**src/tone_pkg.sv**
```systemverilog
// Purpose: constants for the dual tone generator
// Assumes: special function register write port, 8-bit data
// Notes: registers are write-only; no read path exists
package tone_pkg;
   localparam logic [7:0] LOW_CODE_ADDR  = 8'hA1;
   localparam logic [7:0] HIGH_CODE_ADDR = 8'hA2;
   localparam logic [7:0] ALT_PIN_ADDR   = 8'hA3;
   localparam int         SINE_STEPS     = 23;
   localparam int         STEP_W         = 5;
   localparam int         SAMPLE_W       = 8;
   localparam int         SUM_W          = 10;
   localparam logic [8:0] STEP_EXTRA     = 9'h002;
   localparam logic [7:0] CODE_OFF       = 8'h00;
   localparam logic [7:0] CODE_RESET     = 8'h00;
   localparam logic [2:0] ALT_RESET      = 3'h0;
   localparam int         BIT_TONE       = 0;
   localparam int         BIT_MELODY     = 1;
   localparam int         BIT_SYSCLK     = 2;
   // 2 dB down is close to 0.794; applied as 203/256
   localparam logic [7:0] LOW_GAIN_NUM   = 8'hCB;
   localparam int         GAIN_SHIFT     = 8;
endpackage : tone_pkg

```
**src/sine_rom.sv**
```systemverilog
// Purpose: 23-entry sine sample table with registered read
// Assumes: unsigned offset-binary samples centred on 80h
// Notes: one cycle of read latency
`timescale 1ns/1ps
`default_nettype none
module sine_rom (
   input  wire logic                             i_sys_clk,
   input  wire logic [tone_pkg::STEP_W-1:0]      i_index,
   output logic      [tone_pkg::SAMPLE_W-1:0]    o_sample
);
   logic [tone_pkg::SAMPLE_W-1:0] table_w;
   // constant table, one full period in 23 steps
   always_comb begin
      case (i_index)
         5'h00: table_w = 8'h80;
         5'h01: table_w = 8'hA2;
         5'h02: table_w = 8'hC1;
         5'h03: table_w = 8'hDB;
         5'h04: table_w = 8'hEF;
         5'h05: table_w = 8'hFB;
         5'h06: table_w = 8'hFE;
         5'h07: table_w = 8'hF8;
         5'h08: table_w = 8'hE9;
         5'h09: table_w = 8'hD2;
         5'h0A: table_w = 8'hB5;
         5'h0B: table_w = 8'h91;
         5'h0C: table_w = 8'h6E;
         5'h0D: table_w = 8'h4A;
         5'h0E: table_w = 8'h2D;
         5'h0F: table_w = 8'h16;
         5'h10: table_w = 8'h07;
         5'h11: table_w = 8'h01;
         5'h12: table_w = 8'h04;
         5'h13: table_w = 8'h10;
         5'h14: table_w = 8'h24;
         5'h15: table_w = 8'h3E;
         5'h16: table_w = 8'h5D;
         default: table_w = 8'h80;
      endcase
   end
   always_ff @(posedge i_sys_clk) begin
      o_sample <= table_w;
   end
endmodule : sine_rom
`default_nettype wire

```
**src/sine_synth.sv**
```systemverilog
// Purpose: one digital sine synthesizer for a tone group
// Assumes: i_tick is a one-cycle prescaler pulse
// Notes: a halted synth parks at mid-scale so its group adds nothing
`timescale 1ns/1ps
`default_nettype none
module sine_synth (
   input  wire logic                          i_sys_clk,
   input  wire logic                          i_reset,
   input  wire logic                          i_tick,
   input  wire logic [7:0]                    i_code,
   output logic      [tone_pkg::SAMPLE_W-1:0] o_sample,
   output logic                               o_running
);
   logic [8:0]                  div_q, div_d;
   logic [8:0]                  period_q;
   logic [tone_pkg::STEP_W-1:0] idx_q, idx_d;
   logic                        run_q;
   logic                        boundary_w;
   logic                        halt_w;

   assign halt_w     = (i_code == tone_pkg::CODE_OFF);
   assign boundary_w = i_tick && (div_q == 9'h000);
   assign div_d      = boundary_w ? (period_q - 9'h001) : (div_q - 9'h001);
   assign idx_d      = (idx_q == 5'(tone_pkg::SINE_STEPS - 1)) ? 5'h00 : (idx_q + 5'h01);
   assign o_running  = run_q;

   // period x+2 taken from the code at a boundary or while halted, so writes land cleanly
   always_ff @(posedge i_sys_clk) begin
      if (i_reset || !run_q) begin
         div_q    <= 9'h000;
         idx_q    <= 5'h00;
         period_q <= {1'b0, i_code} + tone_pkg::STEP_EXTRA;
         run_q    <= !i_reset && !halt_w;
      end else if (boundary_w) begin
         div_q    <= {1'b0, i_code} + tone_pkg::STEP_EXTRA - 9'h001;
         period_q <= {1'b0, i_code} + tone_pkg::STEP_EXTRA;
         idx_q    <= idx_d;
         run_q    <= !halt_w;
      end else if (i_tick) begin
         div_q    <= div_d;
      end
   end

   sine_rom u_rom (
      .i_sys_clk (i_sys_clk),
      .i_index   (idx_q),
      .o_sample  (o_sample)
   );
endmodule : sine_synth
`default_nettype wire

```
**src/tone_gen.sv**
```systemverilog
// Purpose: dual tone generator with its pin-function register
// Assumes: i_psc_tick is a one-cycle pulse at the prescaled clock rate
// Notes: output is a digital sum for the analog filter stage
`timescale 1ns/1ps
`default_nettype none
module tone_gen (
   input  wire logic                       i_sys_clk,
   input  wire logic                       i_reset,
   input  wire logic                       i_psc_tick,
   input  wire logic                       i_sfr_wr,
   input  wire logic [7:0]                 i_sfr_addr,
   input  wire logic [7:0]                 i_sfr_wdata,
   input  wire logic                       i_melody_in,
   output logic      [tone_pkg::SUM_W-1:0] o_tone_sum,
   output logic                            o_gen_active,
   output logic                            o_tone_output_enable,
   output logic                            o_melody_output_enable,
   output logic                            o_melody_output,
   output logic                            o_sysclk_pin_output_enable,
   output logic                            o_sysclk_pin
);
   logic [7:0]                    low_group_tone_code_q;
   logic [7:0]                    high_group_tone_code_q;
   logic [2:0]                    alt_pin_q;
   logic [tone_pkg::SUM_W-1:0]    sum_q, sum_d;
   logic [tone_pkg::SAMPLE_W-1:0] low_smp_w, high_smp_w;
   logic                          low_run_w, high_run_w;
   logic                          wr_low_w, wr_high_w, wr_alt_w;
   logic                          gen_on_w, gen_tick_w;
   logic [15:0]                   low_scaled_w;
   logic [tone_pkg::SAMPLE_W-1:0] low_out_w, high_out_w;

   // write decode; no read path, registers are write-only
   assign wr_low_w  = i_sfr_wr && (i_sfr_addr == tone_pkg::LOW_CODE_ADDR);
   assign wr_high_w = i_sfr_wr && (i_sfr_addr == tone_pkg::HIGH_CODE_ADDR);
   assign wr_alt_w  = i_sfr_wr && (i_sfr_addr == tone_pkg::ALT_PIN_ADDR);

   always_ff @(posedge i_sys_clk) begin
      if (i_reset) begin
         low_group_tone_code_q  <= tone_pkg::CODE_RESET;
         high_group_tone_code_q <= tone_pkg::CODE_RESET;
         alt_pin_q              <= tone_pkg::ALT_RESET;
      end else begin
         if (wr_low_w)  low_group_tone_code_q  <= i_sfr_wdata;
         if (wr_high_w) high_group_tone_code_q <= i_sfr_wdata;
         if (wr_alt_w)  alt_pin_q <= i_sfr_wdata[2:0];
      end
   end

   // both codes zero, once both synths have halted, gates the tick to every synth: generator off
   assign gen_on_w   = (low_group_tone_code_q != tone_pkg::CODE_OFF) ||
                       (high_group_tone_code_q != tone_pkg::CODE_OFF) ||
                       low_run_w || high_run_w;
   assign gen_tick_w = i_psc_tick && gen_on_w;

   sine_synth u_low (
      .i_sys_clk (i_sys_clk),
      .i_reset   (i_reset),
      .i_tick    (gen_tick_w),
      .i_code    (low_group_tone_code_q),
      .o_sample  (low_smp_w),
      .o_running (low_run_w)
   );

   sine_synth u_high (
      .i_sys_clk (i_sys_clk),
      .i_reset   (i_reset),
      .i_tick    (gen_tick_w),
      .i_code    (high_group_tone_code_q),
      .o_sample  (high_smp_w),
      .o_running (high_run_w)
   );

   // halted group sits at mid-scale; low group scaled about 2 dB down
   assign high_out_w   = high_run_w ? high_smp_w : 8'h80;
   assign low_scaled_w = ({8'h00, low_smp_w} * {8'h00, tone_pkg::LOW_GAIN_NUM})
                         + 16'h1A80;                              // recentre: 80h*53 keeps mid-scale at 80h
   assign low_out_w    = low_run_w ? low_scaled_w[15:8] : 8'h80;
   assign sum_d        = {2'b00, low_out_w} + {2'b00, high_out_w};

   always_ff @(posedge i_sys_clk) begin
      if (i_reset) begin
         sum_q <= 10'h100;
      end else begin
         sum_q <= sum_d;
      end
   end

   assign o_tone_sum                 = sum_q;
   assign o_gen_active               = gen_on_w;
   assign o_tone_output_enable       = alt_pin_q[tone_pkg::BIT_TONE];
   assign o_melody_output_enable     = alt_pin_q[tone_pkg::BIT_MELODY];
   assign o_melody_output            = alt_pin_q[tone_pkg::BIT_MELODY] && i_melody_in;
   assign o_sysclk_pin_output_enable = alt_pin_q[tone_pkg::BIT_SYSCLK];
   assign o_sysclk_pin               = alt_pin_q[tone_pkg::BIT_SYSCLK] && i_sys_clk;
endmodule : tone_gen
`default_nettype wire

```
**config.mk**
```make
export PLATFORM = sky130hd
export DESIGN_NAME = tone_gen
export DESIGN_NICKNAME = d
export VERILOG_FILES = /design/src/tone_pkg.sv /design/src/sine_rom.sv /design/src/sine_synth.sv /design/src/tone_gen.sv
export SDC_FILE = /design/constraint.sdc
export NUM_CORES = 1
export LEC_CHECK = 0
export BUFFER_PORTS_ARGS = -buffer_cell sky130_fd_sc_hd__clkbuf_2
export CAP_MARGIN = 20
export CORE_UTILIZATION = 62
export CTS_CLUSTER_SIZE = 10
export DETAILED_ROUTE_END_ITERATION = 8
export PLACE_DENSITY = 0.93
export SLEW_MARGIN = 20
export SYNTH_ARGS = -nofsm -noshare
export SYNTH_HDL_FRONTEND = slang
export SYNTH_SLANG_ARGS = --single-unit
```
**constraint.sdc**
```tcl
create_clock -name i_sys_clk -period 5.45 [get_ports i_sys_clk]
set_input_delay 1.09 -clock i_sys_clk [delete_from_list [all_inputs] [get_ports i_sys_clk]]
set_output_delay 1.09 -clock i_sys_clk [all_outputs]
set_load 0.1 [all_outputs]
```
==> results by stage <==
Status:
- The run finished, with violations left.
- The final reports fail on design-rule violations.

Synth:
- Averaged over all synthesized cells, the footprint is 8.44 um2.
- In the post-synthesis netlist, the biggest area contributors are dfxtp_1 (25%), ha_1 (19%), inv_1 (5.0%), mux2i_1 (4.7%), fa_1 (4.2%).
- After synthesis, the netlist uses 64 different library cells.
- Counting flops and latches in the post-synthesis netlist gives 74.
- The most used flip-flop cell after synthesis is dfxtp_1.
- Of the post-synthesis cell area, the part taken by muxes is 0.0606.
- The share of synthesized area occupied by flip-flops and latches is 0.261.
- Counting flops with a built-in enable in the synthesized netlist gives 2.
- The synthesized instance count is 682.
- The mapped cell area is 0.00576 mm2.
- Of the post-synthesis cell area, the dominant cell type holds 0.250.
- The area fraction in and, or, nand and nor cells after synthesis is 0.190.
- After synthesis, the share of flip-flops with an asynchronous set or reset is 0.
- Of the total synthesized cell area, the portion taken by XOR and XNOR cells is 0.0304.
- By area, the combinational part of the netlist is dominated by adder cells.
- The number of warnings issued by yosys is 0.
- Of the total synthesized cell area, the portion taken by full adders, half adders and majority gates is 0.231.
- The compound-cell area share of the yosys netlist came to 0.158.
- The commonest cells after synthesis are ha_1 (87), inv_1 (77), dfxtp_1 (72).
- Among all cell types in the netlist, the one instantiated most often is ha_1.
- The number of nets in the synthesized netlist is 802.
- The cell type with the highest aggregate area in the netlist is dfxtp_1.

Setup path:
- The required arrival time at the worst endpoint is 5790 ps.
- The kind of cell adding the most delay to the critical path is adder cells.
- Together, buffers and inverters on the worst path number 4.
- The endpoint class of the critical path is a register.
- On the critical path, the stage with the largest delay is an instance of fa_1.
- The top fanout value on the critical path is 3.
- The signal on the critical path passes through inv_1, ha_1, inv_1, ha_1, inv_1, fa_1, fa_1, inv_1, ha_1, and3_1, a221oi_2, o21ai_1, a211o_1, and3_1, ha_1, o21a_1, a2111oi_2, nor3_1, mux2_2.
- The worst setup path is launched from a register.
- The category of the critical setup timing path is register to register.
- The critical path's largest stage delay is 550 ps.
- STA puts the critical path data arrival time at 5480 ps.

GRT:
- The total overflow left after global routing is 0.
- In the global route stage, met2 resource usage came out at 0.478.
- For this run, global-route usage on met1 was measured as 0.314.
- Entering global routing, the biggest net connects 40 pins.
- For this run, the total global-route usage over all layers was measured as 0.272.
- The first global-routing pass estimated 21.4 mm of wire.
- The via count of the first global-routing pass is 4950.
- The initial antenna violation count is 0.
- The layer carrying the most global-route usage is met2.
- In the global route stage, met3 resource usage came out at 0.0608.

Detailed routing:
- The number of detailed-routing iterations run before antenna repair is 8.
- The vias per cell is 6.08.
- The number of DRC violations after detailed-routing iteration 0 is 384.
- The detail route stage leaves a number of antenna-violating nets equal to 0.
- For this run, design rule violations remaining after detail routing come to 3.
- The total via count after detailed routing is 4983.
- Summed over all layers, the routed wires come to 12.3 mm.
- In the final routed layout, each cell accounts on average for 15.0 um.

STA:
- Setup violations remaining at the end of the flow were counted as 0.
- For the pin with the worst max-slew slack, the measured transition is 862 ps.
- The share of the clock period used by the worst path is 0.944.
- Setup repair after global routing left no endpoint under its margin.
- The shortest period the worst path allows is 5150 ps.
- The worst slack on hold paths is 485 ps.
- The max-slew violation count is 0.
- The achievable frequency is 194 MHz.
- The final-report hold violation count was 0.
- The relative slew slack is 0.424.
- After routing, the total negative slack on setup checks comes to 0 ps.
- The worst clock skew is 8.30 ps.

Place:
- Detailed placement ended at an HPWL of 9.14 mm.
- The count of buffers inserted at the top-level ports is 35.
- The global placer's final weighted congestion is 0.922.
- After detailed placement, the total cell area comes to 0.00598 mm2.

Power and ir drop:
- Summed over all cells, the static leakage comes to 2.83 nW.
- IR analysis of the VDD net gives a maximum drop of 0.000245 V.
- Power spread over the standard cell area amounts to 166 mW/mm2.

Finish:
- The number of antenna repair diodes is 0.
- The area of all placed cells without fillers is 0.00622 mm2.
- The net count of the finished layout is 827.
- The synthesis-to-layout area growth is 8.06%.
- The ratio of cells with drive above 1 in the final layout is 0.0997.
- The filler cells instantiated in the layout total 625.

Die:
- In this run the core area contains 34 standard-cell rows.
- The die covers 0.00967 mm2.
- In this run the count of I/O pins placed on the die edge is 37.
- After floorplanning, the core was sized to cover 0.00885 mm2.
- In this run the horizontal extent of the chip is 98.4 um.
- For this configuration, the core starts out at a cell density of 0.651.
- The die boundary height is 98.4 um.

Clock network:
- After clock tree synthesis, the setup repair step added 0 buffers.
- After clock tree synthesis, the clock-pin slew on the worst setup and hold paths is 80 ps.
- The insertion delay of the later-clocked pin in the worst-skew pair is 450 ps.
- TritonCTS built the clock tree.
- For this design, the CTS-stage hold fixing added 0 buffers.

Run:
- The tool flagged a number of max-cap violations equal to 0.

Worst hold path:
- The classification of the worst-slack hold path is register to register.
-- cells in the final DEF (no fill, tap or decap), types with 6 or more instances in the layout --
master,synthesis,final
o311ai_0,7,7
nand3_1,23,23
o21ai_0,46,45
a21oi_1,30,30
nor2_1,48,48
xor2_1,8,8
fa_1,12,12
o22ai_1,7,7
clkbuf_2,0,35
or3_1,6,6
ha_1,87,87
clkbuf_8,0,13
and2_1,14,14
inv_1,77,77
xnor2_1,12,12
nor3_1,17,17
nand2b_1,8,8
mux2i_1,27,27
nor2b_1,8,8
o21a_1,7,7
nand2_1,45,45
dfxtp_1,72,72
o31ai_1,6,6
o211ai_1,8,8
-- logic make-up (layout without fill, tap and decap cells) --
logic type / count (synthesis) / in the layout
AO/OA/AOI/OAI: 143 / 143
XOR/XNOR: 20 / 20
adder cells (fa/ha/maj): 99 / 99
buffers and inverters: 103 / 133
flip-flops: 74 / 74
multiplexers: 32 / 32
other: 1 / 1
AND/OR/NAND/NOR: 210 / 210
-- stage by stage --
step	cells	setup slack, ps	utilization	power, mW
6_report	820	304	0.703	1.04
5_1_grt	820	28.7	0.703	1.07
4_1_cts	820	144	0.702	1.05
3_5_place_dp	801	188	0.675	0.584
3_3_place_gp	801	394	0.675	0.583
2_1_floorplan	682	445	-	0.572
-- report_power, final --
part / switching [mW] / internal (mW)
registers: 0.000743 / 0.543
logic: 0.0194 / 0.00858
clock network: 0.211 / 0.253
total: 0.231 / 0.804
-- routing by layer --
layer / vias to the layer above / part of all wire
met5: - / 0
met4: 0 / 0.029
met3: 37 / 0.051
met2: 183 / 0.50
met1: 2322 / 0.42
li1: 2441 / -
-- timing repair --
action	in CTS	in global routing
endpoints found under the hold margin	0	0
endpoints found under the setup margin	0	3
gates resized for setup	0	5
-- cell type report --
type | count | area [um2] | area share
multi-input combinational | 505 | 3870 | 0.622
sequential | 74 | 1500 | 0.241
clock inverter | 3 | 21.3 | 0.00342
inverter | 77 | 289 | 0.0465
timing repair buffer | 36 | 185 | 0.0298
tap | 108 | 135 | 0.0217
clock buffer | 17 | 216 | 0.0348
-- state kept, by name, summed over array words and instances, names as in the netlist --
name and flops:
alt_pin_q 3, u_high.div_q 9, u_high.idx_q 5, low_group_tone_code_q 8, u_low.u_rom.o_sample 8, u_low.idx_q 5, u_low.div_q 9, u_low.o_running 1
o_tone_sum 9, high_group_tone_code_q 8, u_high.o_running 1, u_high.u_rom.o_sample 8
-- final timing paths --
kind | startpoint | end | slack [ps] | depth (start not counted)
worst min-delay path | u_high.div_q[1] | u_high.div_q[1] | 490 | 2
worst min register to register | u_high.div_q[1] | u_high.div_q[1] | 490 | 2
worst max-delay path | u_low.u_rom.o_sample[6] | o_tone_sum[7] | 300 | 19
worst max register to register | u_low.u_rom.o_sample[6] | o_tone_sum[7] | 300 | 19
-- worst min-delay path, stage by stage (launching register included) --
cell and delay [ps]:
dfxtp_1 330, nand2_1 60, a21oi_1 50
No activity file was read; power rests on OpenSTA's default activity.
